**config.mk**
```make
export PLATFORM = sky130hd
export DESIGN_NAME = gpio_port_match_wake
export DESIGN_NICKNAME = d
export VERILOG_FILES = /design/src/gpio_match_pkg.sv /design/src/gpio_port_bank.sv /design/src/suspend_wake_ctrl.sv /design/src/gpio_port_match_wake.sv
export SDC_FILE = /design/constraint.sdc
export NUM_CORES = 1
export LEC_CHECK = 0
export BUFFER_PORTS_ARGS = -buffer_cell sky130_fd_sc_hd__buf_4
export CELL_PAD_IN_SITES_DETAIL_PLACEMENT = 0
export CELL_PAD_IN_SITES_GLOBAL_PLACEMENT = 2
export CORE_ASPECT_RATIO = 2
export CORE_MARGIN = 1.5
export CORE_UTILIZATION = 33
export DETAILED_ROUTE_END_ITERATION = 10
export GPL_TIMING_DRIVEN = 0
export PLACE_DENSITY = 0.77
export SYNTH_ARGS = -nofsm -noshare
export SYNTH_HDL_FRONTEND = slang
export SYNTH_SLANG_ARGS = --single-unit
```
**constraint.sdc**
```tcl
create_clock -name core_clk -period 4.3 [get_ports core_clk]
set_input_delay 0.645 -clock core_clk [delete_from_list [all_inputs] [get_ports core_clk]]
set_output_delay 0.645 -clock core_clk [all_outputs]
set_load 0.01 [all_outputs]
```
**src/gpio_match_pkg.sv**
```systemverilog
// Constants shared by the two-port GPIO block with pattern match and oscillator wake.
// Assumes a byte-wide special-function-register bus that can also write single bits.
package gpio_match_pkg;

  localparam logic [7:0] ADDR_PORT_ZERO_DATA          = 8'h80;
  localparam logic [7:0] ADDR_PORT_ONE_DATA           = 8'h90;
  localparam logic [7:0] ADDR_INTERNAL_OSC_CONTROL    = 8'hb2;
  localparam logic [7:0] ADDR_PORT_ZERO_DRIVE_MODE    = 8'ha4;
  localparam logic [7:0] ADDR_PORT_ONE_DRIVE_MODE     = 8'ha5;
  localparam logic [7:0] ADDR_PORT_ZERO_INPUT_MODE    = 8'hf1;
  localparam logic [7:0] ADDR_PORT_ONE_INPUT_MODE     = 8'hf2;
  localparam logic [7:0] ADDR_PORT_ZERO_COMPARE_VALUE = 8'hd7;
  localparam logic [7:0] ADDR_PORT_ONE_COMPARE_VALUE  = 8'hcf;
  localparam logic [7:0] ADDR_PORT_ZERO_COMPARE_MASK  = 8'hd9;
  localparam logic [7:0] ADDR_PORT_ONE_COMPARE_MASK   = 8'hd6;
  localparam logic [7:0] ADDR_EXTENDED_IRQ_ENABLE_TWO = 8'he7;

  localparam logic [7:0] RST_PORT_DATA     = 8'hff;
  localparam logic [7:0] RST_DRIVE_MODE    = 8'h00;
  localparam logic [7:0] RST_INPUT_MODE    = 8'hff;
  localparam logic [7:0] RST_COMPARE_VALUE = 8'h00;
  localparam logic [7:0] RST_COMPARE_MASK  = 8'h00;
  localparam logic [7:0] RST_IRQ_ENABLE    = 8'h00;
  localparam logic [1:0] RST_OSC_ENABLE    = 2'h3;
  localparam logic [2:0] RST_OSC_DIVIDE    = 3'h0;
  localparam logic [7:0] RST_READ_DATA     = 8'h00;

  localparam logic [1:0] OSC_ENABLE_ON      = 2'h3;
  localparam int         OSC_ENABLE_LSB     = 6;
  localparam int         OSC_SUSPEND_BIT    = 5;
  localparam int         OSC_DIVIDE_WIDTH   = 3;
  localparam int         MATCH_IRQ_ENABLE_BIT = 1;

  // State names differ from the controller's status port, so the port cannot hide them.
  typedef enum logic {osc_active, osc_halted} osc_state_t;

endpackage : gpio_match_pkg

```
**src/gpio_port_bank.sv**
```systemverilog
// One 8-bit port: pin synchroniser, readback, pattern mismatch and pin drive.
// Assumes pins are asynchronous and crossbar drive comes from core_clk logic.
module gpio_port_bank
  import gpio_match_pkg::*;
(
  input  wire logic       core_clk,
  input  wire logic       rst,
  input  wire logic [7:0] pin_in,
  input  wire logic [7:0] latch,
  input  wire logic [7:0] drive_mode,
  input  wire logic [7:0] input_mode,
  input  wire logic [7:0] compare_value,
  input  wire logic [7:0] compare_mask,
  input  wire logic [7:0] xbar_claim,
  input  wire logic [7:0] xbar_out,
  input  wire logic [7:0] xbar_oe,
  output logic      [7:0] pin_out,
  output logic      [7:0] pin_oe,
  output logic      [7:0] pin_level,
  output logic            mismatch
);

  logic [7:0] pin_meta;
  logic [7:0] pin_sync;

  always_ff @(posedge core_clk or posedge rst) begin
    if (rst) begin
      pin_meta <= 8'h00;
      pin_sync <= 8'h00;
    end else begin
      pin_meta <= pin_in;
      pin_sync <= pin_meta;
    end
  end

  // Analog pins read as zero; digital pins show the pin even when the crossbar owns it.
  assign pin_level = pin_sync & input_mode;

  // Compared from the synchronised pins regardless of any crossbar setting, so peripheral pins still match.
  assign mismatch = (pin_sync & compare_mask) != (compare_value & compare_mask);

  // A zero drives low on a digital pin; a one drives only in push-pull, else the pin floats.
  assign pin_out = (xbar_claim & xbar_out) | (~xbar_claim & latch);
  assign pin_oe  = input_mode & ((xbar_claim & xbar_oe) | (~xbar_claim & (~latch | drive_mode)));

endmodule : gpio_port_bank

```
**src/suspend_wake_ctrl.sv**
```systemverilog
// Internal oscillator suspend state and its wake sources.
// Assumes the comparator output is an asynchronous level and its enable is on core_clk.
module suspend_wake_ctrl
  import gpio_match_pkg::*;
(
  input  wire logic       core_clk,
  input  wire logic       rst,
  input  wire logic       suspend_req,
  input  wire logic [1:0] osc_enable,
  input  wire logic       osc_is_system_clock,
  input  wire logic       port_zero_mismatch,
  input  wire logic       port_one_mismatch,
  input  wire logic       cmp_enable,
  input  wire logic       cmp_out_pin,
  output logic            osc_suspended,
  output logic            wake_event,
  output logic            osc_run,
  output logic            sys_clk_enable
);

  osc_state_t state;
  logic       cmp_meta;
  logic       cmp_sync;

  always_ff @(posedge core_clk or posedge rst) begin
    if (rst) begin
      cmp_meta <= 1'b1;
      cmp_sync <= 1'b1;
    end else begin
      cmp_meta <= cmp_out_pin;
      cmp_sync <= cmp_meta;
    end
  end

  assign wake_event = port_zero_mismatch | port_one_mismatch | (cmp_enable & ~cmp_sync);

  always_ff @(posedge core_clk or posedge rst) begin
    if (rst) begin
      state <= osc_active;
    end else begin
      case (state)
        osc_active: begin
          if (suspend_req) begin
            state <= osc_halted;
          end
        end
        osc_halted: begin
          // A fresh suspend write wins over a wake seen in the same cycle.
          if (wake_event && !suspend_req) begin
            state <= osc_active;
          end
        end
        default: begin
          state <= osc_active;
        end
      endcase
    end
  end

  assign osc_suspended  = (state == osc_halted);
  assign osc_run        = (osc_enable == OSC_ENABLE_ON) && !osc_suspended;
  // The core only stalls, so it resumes at the instruction after the suspend write.
  assign sys_clk_enable = !(osc_suspended && osc_is_system_clock);

endmodule : suspend_wake_ctrl

```
**src/gpio_port_match_wake.sv**
```systemverilog
// Two GPIO ports on the special-function-register bus, port match event and suspend wake.
// Assumes the core drives one byte or bit access per cycle and gates its clock with sys_clk_enable.
//
// Summary of operation
// Free pins serve as software controlled GPIO.
// Port registers take byte and bit accesses.
// Written port value is held in latch.
// Plain read returns pin levels, crossbar regardless.
// Read-modify-write reads the latch, not pins.
// Zero drives low; one needs push-pull.
// Analog pins read zero, digital read level.
// Masked pin mismatch raises port match event.
// Match watches pins regardless of crossbar.
// Match interrupts only while enable bit set.
// Match wakes oscillator regardless of interrupt enable.
// Suspend bit write halts oscillator and clocks.
// Wake on port matches or comparator low.
// Any wake resumes oscillator, core, peripherals.
// Core continues after the suspend write.
// Pins synchronised; match compare is combinational.
module gpio_port_match_wake
  import gpio_match_pkg::*;
(
  input  wire logic       core_clk,
  input  wire logic       rst,
  input  wire logic [7:0] sfr_addr,
  input  wire logic       sfr_wr,
  input  wire logic       sfr_rd,
  input  wire logic       sfr_rmw,
  input  wire logic [7:0] sfr_wdata,
  input  wire logic       sfr_bit_wr,
  input  wire logic [2:0] sfr_bit_sel,
  input  wire logic       sfr_bit_val,
  output logic      [7:0] sfr_rdata,
  input  wire logic [7:0] port_zero_pin_in,
  output logic      [7:0] port_zero_pin_out,
  output logic      [7:0] port_zero_pin_oe,
  input  wire logic [7:0] port_one_pin_in,
  output logic      [7:0] port_one_pin_out,
  output logic      [7:0] port_one_pin_oe,
  input  wire logic [7:0] port_zero_xbar_claim,
  input  wire logic [7:0] port_zero_xbar_out,
  input  wire logic [7:0] port_zero_xbar_oe,
  input  wire logic [7:0] port_one_xbar_claim,
  input  wire logic [7:0] port_one_xbar_out,
  input  wire logic [7:0] port_one_xbar_oe,
  input  wire logic       cmp_enable,
  input  wire logic       cmp_out_pin,
  input  wire logic       osc_is_system_clock,
  output logic            match_event,
  output logic            match_irq,
  output logic            wake_event,
  output logic            osc_run,
  output logic            sys_clk_enable
);

  logic [7:0] port_zero_data;
  logic [7:0] port_one_data;
  logic [7:0] port_zero_drive_mode;
  logic [7:0] port_one_drive_mode;
  logic [7:0] port_zero_input_mode;
  logic [7:0] port_one_input_mode;
  logic [7:0] port_zero_compare_value;
  logic [7:0] port_one_compare_value;
  logic [7:0] port_zero_compare_mask;
  logic [7:0] port_one_compare_mask;
  logic [7:0] extended_irq_enable_two;
  logic [1:0] osc_enable;
  logic [2:0] osc_divide;
  logic [7:0] port_zero_level;
  logic [7:0] port_one_level;
  logic       port_zero_mismatch;
  logic       port_one_mismatch;
  logic       osc_suspended;
  logic       suspend_req;
  logic       match_irq_enable;
  logic [7:0] next_rdata;

  // Byte write replaces the register; a bit write on a bit-addressable address
  // patches one bit of the stored value, which is the latch-side modify step.
  function automatic logic [7:0] upd(input logic [7:0] old, input logic [7:0] addr);
    logic [7:0] res;
    res = old;
    if (sfr_wr && sfr_addr == addr) begin
      res = sfr_wdata;
    end else if (sfr_bit_wr && sfr_addr == addr && addr[2:0] == 3'h0) begin
      res[sfr_bit_sel] = sfr_bit_val;
    end
    return res;
  endfunction : upd

  always_ff @(posedge core_clk or posedge rst) begin
    if (rst) begin
      port_zero_data <= RST_PORT_DATA;
      port_one_data  <= RST_PORT_DATA;
    end else begin
      port_zero_data <= upd(port_zero_data, ADDR_PORT_ZERO_DATA);
      port_one_data  <= upd(port_one_data, ADDR_PORT_ONE_DATA);
    end
  end

  always_ff @(posedge core_clk or posedge rst) begin
    if (rst) begin
      port_zero_drive_mode <= RST_DRIVE_MODE;
      port_one_drive_mode  <= RST_DRIVE_MODE;
      port_zero_input_mode <= RST_INPUT_MODE;
      port_one_input_mode  <= RST_INPUT_MODE;
    end else begin
      port_zero_drive_mode <= upd(port_zero_drive_mode, ADDR_PORT_ZERO_DRIVE_MODE);
      port_one_drive_mode  <= upd(port_one_drive_mode, ADDR_PORT_ONE_DRIVE_MODE);
      port_zero_input_mode <= upd(port_zero_input_mode, ADDR_PORT_ZERO_INPUT_MODE);
      port_one_input_mode  <= upd(port_one_input_mode, ADDR_PORT_ONE_INPUT_MODE);
    end
  end

  always_ff @(posedge core_clk or posedge rst) begin
    if (rst) begin
      port_zero_compare_value <= RST_COMPARE_VALUE;
      port_one_compare_value  <= RST_COMPARE_VALUE;
      port_zero_compare_mask  <= RST_COMPARE_MASK;
      port_one_compare_mask   <= RST_COMPARE_MASK;
    end else begin
      port_zero_compare_value <= upd(port_zero_compare_value, ADDR_PORT_ZERO_COMPARE_VALUE);
      port_one_compare_value  <= upd(port_one_compare_value, ADDR_PORT_ONE_COMPARE_VALUE);
      port_zero_compare_mask  <= upd(port_zero_compare_mask, ADDR_PORT_ZERO_COMPARE_MASK);
      port_one_compare_mask   <= upd(port_one_compare_mask, ADDR_PORT_ONE_COMPARE_MASK);
    end
  end

  always_ff @(posedge core_clk or posedge rst) begin
    if (rst) begin
      extended_irq_enable_two <= RST_IRQ_ENABLE;
    end else begin
      extended_irq_enable_two <= upd(extended_irq_enable_two, ADDR_EXTENDED_IRQ_ENABLE_TWO);
    end
  end

  // The oscillator control register is byte-only; its suspend bit lives in the controller.
  always_ff @(posedge core_clk or posedge rst) begin
    if (rst) begin
      osc_enable <= RST_OSC_ENABLE;
      osc_divide <= RST_OSC_DIVIDE;
    end else if (sfr_wr && sfr_addr == ADDR_INTERNAL_OSC_CONTROL) begin
      osc_enable <= sfr_wdata[OSC_ENABLE_LSB +: 2];
      osc_divide <= sfr_wdata[OSC_DIVIDE_WIDTH-1:0];
    end
  end

  assign suspend_req = sfr_wr && sfr_addr == ADDR_INTERNAL_OSC_CONTROL && sfr_wdata[OSC_SUSPEND_BIT];

  gpio_port_bank u_port_zero (
    .core_clk      (core_clk),
    .rst           (rst),
    .pin_in        (port_zero_pin_in),
    .latch         (port_zero_data),
    .drive_mode    (port_zero_drive_mode),
    .input_mode    (port_zero_input_mode),
    .compare_value (port_zero_compare_value),
    .compare_mask  (port_zero_compare_mask),
    .xbar_claim    (port_zero_xbar_claim),
    .xbar_out      (port_zero_xbar_out),
    .xbar_oe       (port_zero_xbar_oe),
    .pin_out       (port_zero_pin_out),
    .pin_oe        (port_zero_pin_oe),
    .pin_level     (port_zero_level),
    .mismatch      (port_zero_mismatch)
  );

  gpio_port_bank u_port_one (
    .core_clk      (core_clk),
    .rst           (rst),
    .pin_in        (port_one_pin_in),
    .latch         (port_one_data),
    .drive_mode    (port_one_drive_mode),
    .input_mode    (port_one_input_mode),
    .compare_value (port_one_compare_value),
    .compare_mask  (port_one_compare_mask),
    .xbar_claim    (port_one_xbar_claim),
    .xbar_out      (port_one_xbar_out),
    .xbar_oe       (port_one_xbar_oe),
    .pin_out       (port_one_pin_out),
    .pin_oe        (port_one_pin_oe),
    .pin_level     (port_one_level),
    .mismatch      (port_one_mismatch)
  );

  suspend_wake_ctrl u_suspend (
    .core_clk           (core_clk),
    .rst                (rst),
    .suspend_req        (suspend_req),
    .osc_enable         (osc_enable),
    .osc_is_system_clock      (osc_is_system_clock),
    .port_zero_mismatch (port_zero_mismatch),
    .port_one_mismatch  (port_one_mismatch),
    .cmp_enable         (cmp_enable),
    .cmp_out_pin        (cmp_out_pin),
    .osc_suspended      (osc_suspended),
    .wake_event         (wake_event),
    .osc_run            (osc_run),
    .sys_clk_enable     (sys_clk_enable)
  );

  assign match_event      = port_zero_mismatch | port_one_mismatch;
  assign match_irq_enable = extended_irq_enable_two[MATCH_IRQ_ENABLE_BIT];
  assign match_irq        = match_event & match_irq_enable;

  always_comb begin
    next_rdata = 8'h00;
    case (sfr_addr)
      ADDR_PORT_ZERO_DATA:          next_rdata = sfr_rmw ? port_zero_data : port_zero_level;
      ADDR_PORT_ONE_DATA:           next_rdata = sfr_rmw ? port_one_data : port_one_level;
      ADDR_PORT_ZERO_DRIVE_MODE:    next_rdata = port_zero_drive_mode;
      ADDR_PORT_ONE_DRIVE_MODE:     next_rdata = port_one_drive_mode;
      ADDR_PORT_ZERO_INPUT_MODE:    next_rdata = port_zero_input_mode;
      ADDR_PORT_ONE_INPUT_MODE:     next_rdata = port_one_input_mode;
      ADDR_PORT_ZERO_COMPARE_VALUE: next_rdata = port_zero_compare_value;
      ADDR_PORT_ONE_COMPARE_VALUE:  next_rdata = port_one_compare_value;
      ADDR_PORT_ZERO_COMPARE_MASK:  next_rdata = port_zero_compare_mask;
      ADDR_PORT_ONE_COMPARE_MASK:   next_rdata = port_one_compare_mask;
      ADDR_EXTENDED_IRQ_ENABLE_TWO: next_rdata = extended_irq_enable_two;
      ADDR_INTERNAL_OSC_CONTROL:    next_rdata = {osc_enable, osc_suspended, osc_run, 1'b0, osc_divide};
      default:                      next_rdata = 8'h00;
    endcase
  end

  // Read data is registered and held, so the core samples it one cycle after the strobe.
  always_ff @(posedge core_clk or posedge rst) begin
    if (rst) begin
      sfr_rdata <= RST_READ_DATA;
    end else if (sfr_rd) begin
      sfr_rdata <= next_rdata;
    end
  end
endmodule : gpio_port_match_wake

```
---- Word-level counts from Yosys, hierarchy flattened ----
Cells that the tools add are included.
word-level totals
  bits in registers ....................... 136
  input bits .............................. 93
  logic and storage cells ................. 108
cells by class
  order comparisons ....................... 2
  equality and inequality tests ........... 15
  multiplexer cells ....................... 14
  bitwise operators ....................... 32
  reduce and logical (&&, ||, !) cells .... 24
operator list
  kind                                                 number
  AND 8 bit                                            16
  equality test 8 bit, second input constant           12
  one-hot mux 8 bit (12 select lines)                  1
  2-to-1 mux 8 bit                                     6
  OR 8 bit                                             6
  inverter 8 bit                                       4
  logical AND 1 bit                                    19
  bitwise mux 8 bit                                    2
  != test 8 bit                                        2
  < comparator 3 x 4 -> 1 bit, second input constant   1
  nonzero test 2 bit                                   2
  demux 1 bit (select 3 bit)                           1
  >= comparator 3 x 1 -> 1 bit, second input constant  1
  logical NOT 1 bit                                    3
  2-to-1 mux 1 bit                                     3
  AND 1 bit                                            2
  equality test 2 bit, second input constant           1
  inverter 1 bit                                       2
  OR 1 bit                                             2
  one-hot mux 1 bit (2 select lines)                   1

---- Depth between registers and ports, before layout ----
Gate-level depths: netlist (run 1).
  depth after elaboration ................. 7
  depth in mapped cells ................... 7
  gate-level depth less buffers ........... 5

---- Modules after synthesis ----
A second synthesis (run 1) with hierarchy kept.
unflattened totals
  cell total of the unflattened synthesis .. 641
  area total of the unflattened synthesis .. 7343.3 um2
modules (own cells, without submodules)
  module                instances  cells an instance  area each (um2)  sequential area each (um2)
  gpio_port_match_wake  1          474                5616.6           2570.0
  gpio_port_bank        2          78                 802.0            400.4
  suspend_wake_ctrl     1          11                 122.6            77.6

---- Least setup slack after synthesis (run 1) ----
Ideal clock, no wire load.
  path kind ............................... input -> register
  from .................................... in sfr_addr[5]
  to ...................................... reg port_zero_compare_mask[3]
  library setup time ...................... 0.125 ns
  data arrival time ....................... 2.025 ns
  required time ........................... 4.175 ns
  path slack .............................. 2.150 ns
  cell stages on the path ................. 5
  buffers on the path ..................... 1
  cell sequence ........................... buf_6 > nand4b_1 > nor4b_4 > nand2_4 > mux2_4
between the ends
  cells in the longest elaborated chain, start to end .. 2
RTL lines
  item                  line                         text
  start, declared       gpio_port_match_wake.sv:26   input wire logic [7:0] sfr_addr,
  equality test 8 bit   gpio_port_match_wake.sv:84   if (sfr_wr && sfr_addr == addr) begin
  logical AND 1 bit     gpio_port_match_wake.sv:84
  end signal, assigned  gpio_port_match_wake.sv:125  port_zero_compare_mask <= upd(port_zero_compare_mask, ADDR_PORT_ZERO_COMPARE_MASK);
  end, declared         gpio_port_match_wake.sv:65   logic [7:0] port_zero_compare_mask;
No other way between the ends.
A chain may end at the register's enable or synchronous reset.

---- Worst setup path after layout (run 1) ----
  from .................................... reg port_zero_compare_value[1]
  to ...................................... out match_irq
between the ends
  cells in the longest elaborated chain, start to end .. 4
RTL lines
  item                    line                         text
  start, declared         gpio_port_match_wake.sv:63   logic [7:0] port_zero_compare_value;
  start signal, assigned  gpio_port_match_wake.sv:123  port_zero_compare_value <= upd(port_zero_compare_value, ADDR_PORT_ZERO_COMPARE_VALUE);
  AND 8 bit               gpio_port_bank.sv:40         assign mismatch = (pin_sync & compare_mask) != (compare_value & compare_mask);
  != test 8 bit           gpio_port_bank.sv:40
  OR 1 bit                gpio_port_match_wake.sv:203  assign match_event = port_zero_mismatch | port_one_mismatch;
  AND 1 bit               gpio_port_match_wake.sv:205  assign match_irq = match_event & match_irq_enable;
  end, declared           gpio_port_match_wake.sv:51   output logic match_irq,
No other way between the ends.

==> results list, run 1 <==
* Summed negative setup slack over all endpoints: 0 ps
- Setup repair after global routing missed its margin: false
* Post-synthesis instance area: 7240 um^2
- Critical path endpoint category: primary output
- Data on the critical path is required at its endpoint by 3650 ps.
- Commonest non-fill, non-tap cells in the layout: sky130_fd_sc_hd__buf_4 (138), sky130_fd_sc_hd__dfrtp_1 (100), sky130_fd_sc_hd__mux2_2 (80)
- Vias in the first global route: 6,199
- Most common cell after layout, fill and taps aside: sky130_fd_sc_hd__buf_4
- The detailed router finished its first iteration with 351 violations.
* Horizontal die dimension: 108 um
- Post-Syn Instances: 640
* Sum of net half-perimeters after detailed placement: 19,600 um
- Core outline area: 21,500 um^2
- Power per Cell Area: 355 nW/um^2
* Port buffer count: 136
* Synth cell types: 71
- On the worst path, the slowest cell contributes a delay of 420 ps.
- Using the TritonRoute via totals, the vias-per-cell ratio works out to 5.49.
* Chip Height: 212 um
* Number of buffers created by CTS: 17
- The most used flip-flop cell after synthesis is sky130_fd_sc_hd__dfrtp_1.
- Number of synthesized flops with an enable pin: 0
- After detailed routing, the total wire length is 25,700 um.
- CTS tree: yes
* CTS root buf: sky130_fd_sc_hd__clkbuf_16
- Post-route minimum period: 2810 ps
* Total power of the final layout: 3.29 mW
- Post-CTS repair changed the size of 0 cells.
* Number of fillers in the final layout: 2,129
- Final standard cell utilization of the core: 0.430
* Total GRT Usage: 0.231
* Wire length of the first global-routing pass: 37,900 um
- Traced cell by cell, the critical path runs through xor2_1 > a22oi_1 > nand4_1 > nor2_1 > nor2b_1 > buf_4.
* Number of levels in the clock H-tree: 4
- The first detailed-routing pass ran for 5 iterations.
- Type of the worst setup path: reg -> out
- Initial antenna violation count: 0
- Slowest-stage cell, CP: sky130_fd_sc_hd__dfrtp_1
- Diode count: 0
* Kind of start point of the critical path: flip-flop
- YS warnings: 0
- For this design, the CTS-stage hold fixing added 0 buffers.
- Total of max-cap violations: 0
- Tcrit/Tclk final: 0.653
- In this run the tightest slew margin relative to its limit is 0.313.
- IR analysis of the VDD net gives a maximum drop of 0.183 mV.
* Result of the run: finished, final reports clean
- The startpoint identified for the worst register-to-register timing path is port_zero_compare_value[1]$_DFFE_PP0P_.
* Via count: 5,935
* Number of nets in the finished design: 889
* Clock latency on the worst-skew pair: 430 ps
* Die Area: 22,900 um^2
- The number of buffers and inverters on the critical path is 1.
* Seq/Total Area, Yosys: 0.476
- For the pin with the worst max-slew slack, the measured transition is 1030 ps.
- The synthesized design contains 136 register bits.
- After clock tree synthesis, the clock-pin slew on the worst setup and hold paths is 60 ps.
- Worst path arrival time: 2160 ps
- The total overflow left after global routing is 0.
* Final antenna-violating net count: 0
- Routed wirelength normalized by instance count: 23.7 um
- In this run the worst path has a maximum fanout of 4.
- Placed cell count: 1,050
- The tightest min-delay check is of the in -> async type.
* Nets in the synthesized netlist: 733
- Mapped Avg Cell Area: 11.3 um^2
- Top Ports: 138
- Std-Cell Rows: 76
- Worst clock skew: 6.75 ps
- Final routed DRC violation total: 0
- Final Instance Count excl. Fillers: 1,082
* Critical path's top delay family: simple AND/OR/NAND/NOR gates
- Compared with the post-synthesis result, the final layout area differs by 27.7%.
* Leakage power of the design: 4.23 nW
* Ratio of cells with drive above 1 in the final layout: 0.425
* Post-layout instance area: 9250 um^2
* # Post-CTS Setup Buffers: 0
* Initial Util: 0.337
* Final hold violation count: 0
- Count of final setup violators: 0
- Num Clock Sinks: 136
- Setup crit start: port_zero_compare_value[1]$_DFFE_PP0P_
- In this run the cell area measured after placement is 8640 um^2.
- Clk buf depth: 2
- Static timing analysis puts the maximum clock frequency at 356 MHz.
- Entering global routing, the biggest net connects 88 pins.
- Pins over their slew limit: 0
- Routability congestion estimate: 0.892
- For this run, asynchronously set or reset flops after synthesis account for 1.00.
## flip-flops by register name (all words and copies together), names as in the netlist
name                     cells
extended_irq_enable_two      8
osc_enable                   2
u_suspend.cmp_sync           1
osc_divide                   3
port_one_input_mode          8
port_zero_input_mode         8
u_suspend.osc_suspended      1
port_one_compare_value       8
u_suspend.cmp_meta           1
u_port_zero.pin_meta         8
u_port_one.pin_meta          8
sfr_rdata                    8
port_zero_compare_value      8
port_zero_data               8
u_port_one.pin_sync          8
port_one_data                8
port_zero_drive_mode         8
port_zero_compare_mask       8
u_port_zero.pin_sync         8
port_one_compare_mask        8
port_one_drive_mode          8
## kinds of logic (layout without fill, tap and decap cells)
logic type             after synthesis  in the layout  synth area share
flip-flops                         136            136             0.476
XOR/XNOR                            17             17            0.0206
buffers and inverters               68            237            0.0403
AND/OR/NAND/NOR                    144            144             0.121
AO/OA/AOI/OAI                      153            153             0.147
multiplexers                       122            122             0.195
## layout make-up
| cell class | count | area [um^2] | share of cell area |
|---|---|---|---|
| inverters | 37 | 144 | 0.0156 |
| repair buffers | 137 | 1050 | 0.113 |
| well taps | 273 | 342 | 0.0369 |
| multi-input cells | 436 | 3500 | 0.379 |
| clock inverters | 12 | 143 | 0.0154 |
| flip-flops and latches | 136 | 3450 | 0.373 |
| clock buffers | 20 | 467 | 0.0505 |
| plain buffers | 31 | 153 | 0.0165 |
## path summary, 6_finish.rpt
kind	to	slack, ps	cells past startpoint
worst max-delay path	match_irq	1490	6
worst min-delay path	u_port_one.pin_meta[2]$_DFF_PP0_	250	2
worst max register to register	u_suspend.osc_suspended$_DFF_PP0_	2540	5
worst min register to register	u_port_one.pin_sync[5]$_DFF_PP0_	340	0
max in group asynchronous	port_zero_input_mode[5]$_DFFE_PP1P_	3210	3
min in group core_clk	u_port_zero.pin_meta[4]$_DFF_PP0_	320	1
## report_power, final
part / total, mW / switching, mW / internal, mW / leakage, nW
clock network: 1.50 / 0.589 / 0.907 / 0.285
registers: 1.42 / 0.0607 / 1.36 / 1.68
logic: 0.375 / 0.198 / 0.177 / 2.26
## Yosys cell counts, types with 5 or more instances
library cell,number,area share
sky130_fd_sc_hd__a22oi_1,19,0.020
sky130_fd_sc_hd__mux2i_1,23,0.032
sky130_fd_sc_hd__mux2_2,80,0.12
sky130_fd_sc_hd__dfstp_2,36,0.13
sky130_fd_sc_hd__o21ai_0,31,0.021
sky130_fd_sc_hd__a31oi_1,30,0.026
sky130_fd_sc_hd__mux2_4,17,0.035
sky130_fd_sc_hd__a221oi_1,8,0.0097
sky130_fd_sc_hd__nor2_1,24,0.012
sky130_fd_sc_hd__o21bai_1,5,0.0052
sky130_fd_sc_hd__nand3b_1,5,0.0052
sky130_fd_sc_hd__nand2_1,49,0.025
sky130_fd_sc_hd__nand3_1,8,0.0055
sky130_fd_sc_hd__a21oi_1,20,0.014
sky130_fd_sc_hd__dfrtp_1,100,0.35
sky130_fd_sc_hd__buf_2,11,0.0076
sky130_fd_sc_hd__inv_1,37,0.019
sky130_fd_sc_hd__a32oi_1,8,0.0097
sky130_fd_sc_hd__nor3_1,7,0.0048
sky130_fd_sc_hd__nand4_1,5,0.0043
sky130_fd_sc_hd__clkbuf_1,14,0.0073
sky130_fd_sc_hd__xor2_1,17,0.021
## routing by layer
metal  up-vias  global-route usage  share of wire
met5         -                   0              0
met4         0               0.110          0.036
met3        56              0.0294          0.040
met2       226               0.423           0.55
met1      2985               0.261           0.38
li1       2668                   -              -
## metrics by stage
stage	hold slack (ps)	worst slack [ps]
CTS	264	1400
finish	251	1490
global route	292	1340
detailed placement	336	1370
floorplan	331	75.1
global placement	337	-1630
Note: power is estimated with default switching activity, not from simulation.
==> run 2: changes to the inputs <==
ABC_AREA = 1   (was not set)
CORE_UTILIZATION = 29   (was 33)
PLACE_DENSITY = 0.76   (was 0.77)
clock period = 2.5 ns   (was 4.3 ns; I/O delays follow)
==> results list, run 2 <==
- The analysis attributes to net switching a power of 1.47 mW.
* Port buffer count: 133
- Of the cells placed in the final design, the portion with a size suffix greater than 1 is 0.257.
- The final hold violation count came to 0.
- Required time at the worst-slack endpoint: 2120 ps
- Synthesis produced a netlist whose cell count is 953.
* Portion of synthesized cell area occupied by the leading cell type: 0.340
- Of the total power, the share spent switching nets is 0.263.
* DRC marker count from the first detailed-route iteration: 451
* Chip Height: 228 um
* Post-synthesis async set-or-reset flop share: 1.00
* Area of combinational cells with multiple inputs: 3360 um^2
- The path class of the tightest hold or removal check is in -> reg.
- Register clock-pin slew on the reported worst setup and hold paths: 60 ps
- Detailed placement ended at an HPWL of 22,800 um.
- Top Ports: 138
- The number of hold buffers added after CTS was 0.
* Series of cell instances along the critical path: inv_1 > nand2_1 > nand3_1 > nand2_1 > nor2_1 > nand2_1 > nor2_1 > nand2_1 > buf_4
- For the pin with the worst max-slew slack, the measured transition is 722 ps.
* Number of buffers created by CTS: 17
- Std-Cell Rows: 82
* Vias in the first global route: 7,171
* CTS root buf: sky130_fd_sc_hd__clkbuf_16
- Entering global routing, the biggest net connects 42 pins.
* Worst hold start: port_zero_pin_in[7]
- Counting flops with a built-in enable in the synthesized netlist gives 0.
- Nets in the synthesized netlist: 1,046
* Total of flip-flops plus latches after synthesis: 136
- Synth area leader: sky130_fd_sc_hd__dfrtp_1
* Placed cell count: 1,425
* Clock latency on the worst-skew pair: 440 ps
- Of the total power, registers draw 0.439.
* Most common cell after layout, fill and taps aside: sky130_fd_sc_hd__nand2_1
- Power per Cell Area: 594 nW/um^2
- Number of levels in the clock H-tree: 4
- Across all hold checks on the routed design, the worst slack comes to 43.7 ps.
- Horizontal die dimension: 116 um
* Total power of the final layout: 5.60 mW
* Num Clock Sinks: 136
- STA classifies the critical path startpoint as a flip-flop.
* Total Routed Length: 28,700 um
- In the finished design, the share of the clock period the worst path needs comes to 0.921.
- Dominant synthesized flop cell: sky130_fd_sc_hd__dfrtp_1
* Clock network power share: 0.445
* Critical path endpoint category: primary output
- Post-route minimum period: 2300 ps
* Pins over their slew limit: 0
- The run finished with clean final reports.
- After global routing the overflow that remains totals 0.
- Highest ir drop seen on vdd: 0.469 mV
- YS warnings: 0
* Number of search-and-repair iterations in the first detailed-routing pass: 5
- The region available for standard cell placement spans 25,000 um^2.
- Relative slew margins: 0.518
- In this run the worst setup path begins at port_zero_compare_value[6]$_DFFE_PP0P_.
- Post-CTS Resized: 0
- Worst path arrival time: 1930 ps
- Dividing the detail-routed wire length by the instance count gives 19.7 um.
* Top area cells in the synthesized netlist: sky130_fd_sc_hd__dfrtp_1 (34%), sky130_fd_sc_hd__nand2_1 (15%), sky130_fd_sc_hd__dfstp_2 (13%), sky130_fd_sc_hd__nand3_1 (8.9%), sky130_fd_sc_hd__o21ai_0 (6.2%)
* Type of the worst setup path: reg -> out
- sky130_fd_sc_hd__nand2_1 is the most common cell in the netlist.
* Via count: 6,918
- Fill cells in the final layout number 2,761.
* Final Instance Count excl. Fillers: 1,457
- For this design, the slowest cell found on the critical path is sky130_fd_sc_hd__dfrtp_1.
* Routability congestion estimate: 0.882
- Syn-to-layout area delta: 27.8%
- Cell internal pwr: 4.13 mW
- The initial antenna violation count came to 0.
* CTS tree: yes
- In the global route stage, overall resource usage came out at 0.227.
- Final antenna-violating net count: 0
- Across the whole layout, storage elements account for 3450 um^2.
- Leakage power of the design: 4.75 nW
- Number of nets in the finished design: 1,201
- Along the worst path, the maximum fanout reaches 4.
- Summed negative setup slack over all endpoints: 0 ps
- In the routed design, unresolved DRC markers number 0.
- Count of final setup violators: 0
- Diode count: 0
* # Post-CTS Setup Buffers: 0
- Setup repair after global routing left no endpoint under its margin.
- Using the TritonRoute via totals, the vias-per-cell ratio works out to 4.75.
* Slowest stage delay, CP: 420 ps
- Between clock sinks in the finished design, the worst skew comes to 5.68 ps.
- Counting along the longest clock path gives a buffer depth of 2.
* Initial Util: 0.294
- Yosys mapped the design onto 26 distinct sky130hd cell types.
* Wire length of the first global-routing pass: 43,200 um
- Once layout is complete, the utilization of the core stands at 0.376.
* Seq/Total Area, Yosys: 0.468
* Most used cell, CP: sky130_fd_sc_hd__nand2_1
- Of the total power, combinational logic draws 0.116.
* Highest achievable clock rate: 435 MHz
* Mapped Avg Cell Area: 7.73 um^2
* Total of max-cap violations: 0
- Commonest non-fill, non-tap cells in the layout: sky130_fd_sc_hd__nand2_1 (303), sky130_fd_sc_hd__buf_4 (140), sky130_fd_sc_hd__nand3_1 (131)
- In this run the cell area of the synthesized design comes to 7370 um^2.
- The startpoint identified for the worst register-to-register timing path is port_zero_compare_value[6]$_DFFE_PP0P_.
- Die Area: 26,400 um^2
- By count the netlist is led by sky130_fd_sc_hd__nand2_1 (303), sky130_fd_sc_hd__nand3_1 (131), sky130_fd_sc_hd__dfrtp_1 (100), sky130_fd_sc_hd__inv_1 (91), sky130_fd_sc_hd__o21ai_0 (91).
-- run 2: layout make-up --
type | instances | share of cell area
Inverter | 94 | 0.0379
Sequential cell | 136 | 0.366
Multi-Input combinational cell | 688 | 0.357
Tap cell | 336 | 0.0446
Timing Repair Buffer | 136 | 0.112
Clock inverter | 8 | 0.0104
Clock buffer | 24 | 0.0501
Buffer | 35 | 0.0216
-- run 2: path summary, 6_finish.rpt --
kind | cells after the start | to | slack [ps]
max | 9 | wake_event | 200
min | 1 | u_port_zero.pin_meta[7]$_DFF_PP0_ | 40
max reg2reg | 9 | u_suspend.osc_suspended$_DFF_PP0_ | 1000
min reg2reg | 0 | u_port_zero.pin_sync[4]$_DFF_PP0_ | 340
max in group asynchronous | 3 | port_one_data[2]$_DFFE_PP1P_ | 1730
min in group asynchronous | 2 | port_zero_drive_mode[6]$_DFFE_PP0P_ | 60
-- run 2: metal layers --
metal / part of all wire / vias to the layer above / track usage
met2: 0.58 / 178 / 0.442
met4: 0.039 / 0 / 0.101
met1: 0.36 / 3291 / 0.232
met3: 0.026 / 47 / 0.0297
li1: - / 3402 / -
met5: 0 / - / 0
-- run 2: cell families (layout without fill, tap and decap cells) --
logic type | count (synthesis) | count (layout) | share of synthesized area
buffers and inverters | 129 | 297 | 0.0756
flip-flops | 136 | 136 | 0.468
AO/OA/AOI/OAI | 133 | 133 | 0.101
AND/OR/NAND/NOR | 527 | 527 | 0.312
multiplexers | 28 | 28 | 0.0428
-- run 2: stage by stage --
| step | setup WS [ps] | area [um^2] |
|---|---|---|
| floorplan | 461 | 7370 |
| global placement | -611 | 8790 |
| detailed placement | 165 | 8850 |
| CTS | 194 | 9420 |
| global route | 77.3 | 9420 |
| finish | 199 | 9420 |
-- run 2: critical path: cells and delay by family, from the launching register on --
| family | cells | cell delay [ps] |
|---|---|---|
| buffers and inverters | 2 | 230 |
| flip-flops | 1 | 420 |
| AND/OR/NAND/NOR | 7 | 830 |
-- run 2: power by group through the flow --
| stage | Sequential [mW] | Clock, mW | Combinational [mW] |
|---|---|---|---|
| floorplan | 2.44 | 0 | 0.332 |
| global placement | 2.49 | 0 | 0.637 |
| detailed placement | 2.49 | 0 | 0.655 |
| CTS | 2.46 | 2.53 | 0.657 |
| global route | 2.47 | 2.62 | 0.719 |
| finish | 2.46 | 2.49 | 0.647 |
==> run 3: changes to the inputs <==
ABC_AREA = not set   (was 1)
CORE_UTILIZATION = 33   (was 29)
PLACE_DENSITY = 0.77   (was 0.76)
==> results list, run 3 (synthesized netlist as in run 1, its figures left out) <==
* Number of nets in the finished design: 891
- Routability congestion estimate: 0.876
- In the finished design, the share of the clock period the worst path needs comes to 0.920.
* Post-CTS Hold Buffers: 0
* Final hold violation count: 0
- The worst register-to-register path has a depth of 5.
- Vias in the first global route: 6,371
- The share of total power dissipated in sequential elements is 0.419.
* Net Sw Frac: 0.248
* Syn-to-layout area delta: 28.6%
- Die Area: 22,900 um^2
* DRC marker count from the first detailed-route iteration: 292
- The first TritonRoute pass finished after 6 iterations.
- Top Ports: 138
* Critical R2R Capture: u_suspend.osc_suspended$_DFF_PP0_
- Count of final setup violators: 0
- Remaining Overflow, GRT: 0
- Number of buffers created by CTS: 17
- After floorplanning, the core was sized to cover 21,500 um^2.
- The repair_antennas step left the layout with diodes totalling 0.
* Total power of the final layout: 5.81 mW
* Kind of start point of the critical path: flip-flop
- Counting along the longest clock path gives a buffer depth of 2.
- The startpoint identified for the worst register-to-register timing path is port_zero_compare_value[2]$_DFFE_PP0P_.
* Worst path arrival time: 1930 ps
- The library cells used most frequently in the layout, excluding fill and tap cells, are sky130_fd_sc_hd__buf_4 (138), sky130_fd_sc_hd__dfrtp_1 (100), sky130_fd_sc_hd__mux2_2 (80).
- Power spread over the standard cell area amounts to 624 nW/um^2.
* CP Capture Point: match_irq
* Number of levels in the clock H-tree: 4
- Clock network power share: 0.467
- The first global-routing pass estimated 39,100 um of wire.
- Relative slew margins: 0.327
* Clock latency on the worst-skew pair: 430 ps
* Post-route setup slack: 200 ps
- Combinational share of power: 0.113
* Final routed DRC violation total: 0
- Pins over their slew limit: 0
- The die is 212 um tall.
* Leakage power of the design: 4.26 nW
- Highest ir drop seen on vdd: 0.337 mV
* Register clock-pin slew on the reported worst setup and hold paths: 60 ps
* Net switching power figure: 1.44 mW
- Class of the most critical hold timing path: in -> async
- For the pin with the worst max-slew slack, the measured transition is 1010 ps.
* Slowest stage delay, CP: 400 ps
- Final antenna-violating net count: 0
- Setup repair after global routing left no endpoint under its margin.
* Initial Util: 0.337
- Total GRT Usage: 0.238
* Vias per std cell: 5.59
- For the worst setup path, the data required time is 2120 ps.
* Critical path's top delay family: simple AND/OR/NAND/NOR gates
* Initial antenna violation count: 0
- Of the cells placed in the final design, the portion with a size suffix greater than 1 is 0.425.
- Total Routed Length: 26,100 um
- The clock net in this run drives a total of 136 sinks.
- The internal portion of the total power is 4.37 mW.
* Total of max-cap violations: 0
* Series of cell instances along the critical path: xor2_1 > a22oi_1 > nand4_1 > nor2_4 > nor2b_1 > buf_4
* Worst-case setup slack after placement: -173 ps
- Routed wirelength normalized by instance count: 24.1 um
* Post-route minimum period: 2300 ps
- The slowest stage of the critical path belongs to the cell sky130_fd_sc_hd__dfrtp_1.
* Critical-path maximum fanout: 4
- Result of the run: finished, final reports clean
- Pin count of the biggest net entering global routing: 43
* Type of the worst setup path: reg -> out
- TritonCTS built the clock tree.
- Std-Cell Rows: 76
- Static timing analysis puts the maximum clock frequency at 435 MHz.
- For the final database, setup skew stands at 7.25 ps.
- Across all register-to-register paths, the minimum setup slack is 980 ps.
- The worst setup path is captured at a primary output.
- Detailed routing inserted a total of 6,057 vias.
- Counting both buffers and inverters, the worst setup path holds a total of 1.
- During placement, the flow inserted port buffers numbering 136.
* Path length in cells of the critical path: 6
- Horizontal die dimension: 108 um
* Most common cell after layout, fill and taps aside: sky130_fd_sc_hd__buf_4
- The tree is rooted in a sky130_fd_sc_hd__clkbuf_16.
- Summed over all nets, the half-perimeter wirelength after detailed placement is 19,800 um.
- Setup crit start: port_zero_compare_value[2]$_DFFE_PP0P_
-- run 3: cell types whose count changed in the layout (fill, tap and decap cells not counted), moves of 18 or more --
| cell | before | now |
|---|---|---|
| sky130_fd_sc_hd__a22oi_1 | 0 | 18 |
| sky130_fd_sc_hd__inv_1 | 90 | 36 |
| sky130_fd_sc_hd__mux2_2 | 24 | 80 |
| sky130_fd_sc_hd__mux2i_1 | 0 | 23 |
| sky130_fd_sc_hd__nand2_1 | 303 | 49 |
| sky130_fd_sc_hd__nand3_1 | 131 | 8 |
| sky130_fd_sc_hd__nor2_1 | 51 | 23 |
| sky130_fd_sc_hd__o21ai_0 | 91 | 31 |
-- run 3: power by group through the flow --
| stage | Sequential [mW] | Combinational, mW | Clock [mW] |
|---|---|---|---|
| floorplan | 2.42 | 0.346 | 0 |
| global placement | 2.47 | 0.630 | 0 |
| detailed placement | 2.47 | 0.657 | 0 |
| CTS | 2.44 | 0.661 | 2.76 |
| global route | 2.45 | 0.717 | 2.85 |
| finish | 2.44 | 0.660 | 2.72 |
-- run 3: stage by stage --
step                       util  hold WS (ps)  instance area [um^2]  setup TNS (ps)  cells
after floorplan               -           331                  7240               0    640
after global placement    0.401           335                  8610          -50490   1049
after detailed placement  0.403           336                  8670           -4120   1052
after CTS                 0.433          20.5                  9300               0   1084
after global routing      0.433          28.0                  9310               0   1084
final                     0.433          5.61                  9310               0   1084
-- run 3: worst min-delay path by stage --
stage          slack, ps  depth (start not counted)                                     to
6_report               6                          2       u_port_one.pin_meta[1]$_DFF_PP0_
5_1_grt               30                          1       u_port_one.pin_meta[4]$_DFF_PP0_
4_1_cts               20                          2  port_one_compare_value[3]$_DFFE_PP0P_
3_5_place_dp         340                          0      u_port_zero.pin_sync[3]$_DFF_PP0_
3_3_place_gp         340                          0      u_port_zero.pin_sync[3]$_DFF_PP0_
2_1_floorplan        330                          0       u_port_one.pin_sync[0]$_DFF_PP0_
-- run 3: final cells by class --
type,instances,area (um^2)
repair buffers,139,1080
fillers,2099,12200
inverters,37,143
plain buffers,31,153
clock buffers,22,464
multi-input cells,436,3510
flip-flops and latches,136,3450
clock inverters,10,169
well taps,273,342
-- run 3: what timing repair did --
item / in CTS / in global routing
setup endpoints to repair: 3 / 3
pin swaps: 0 / 0
setup buffers: 0 / 0
gates resized for setup: 1 / 2
-- run 3: metal layers --
metal / routed length, um / GRT usage
met3: 1040 / 0.0346
met1: 9810 / 0.267
met4: 1420 / 0.135
met2: 13800 / 0.423
met5: 0 / 0
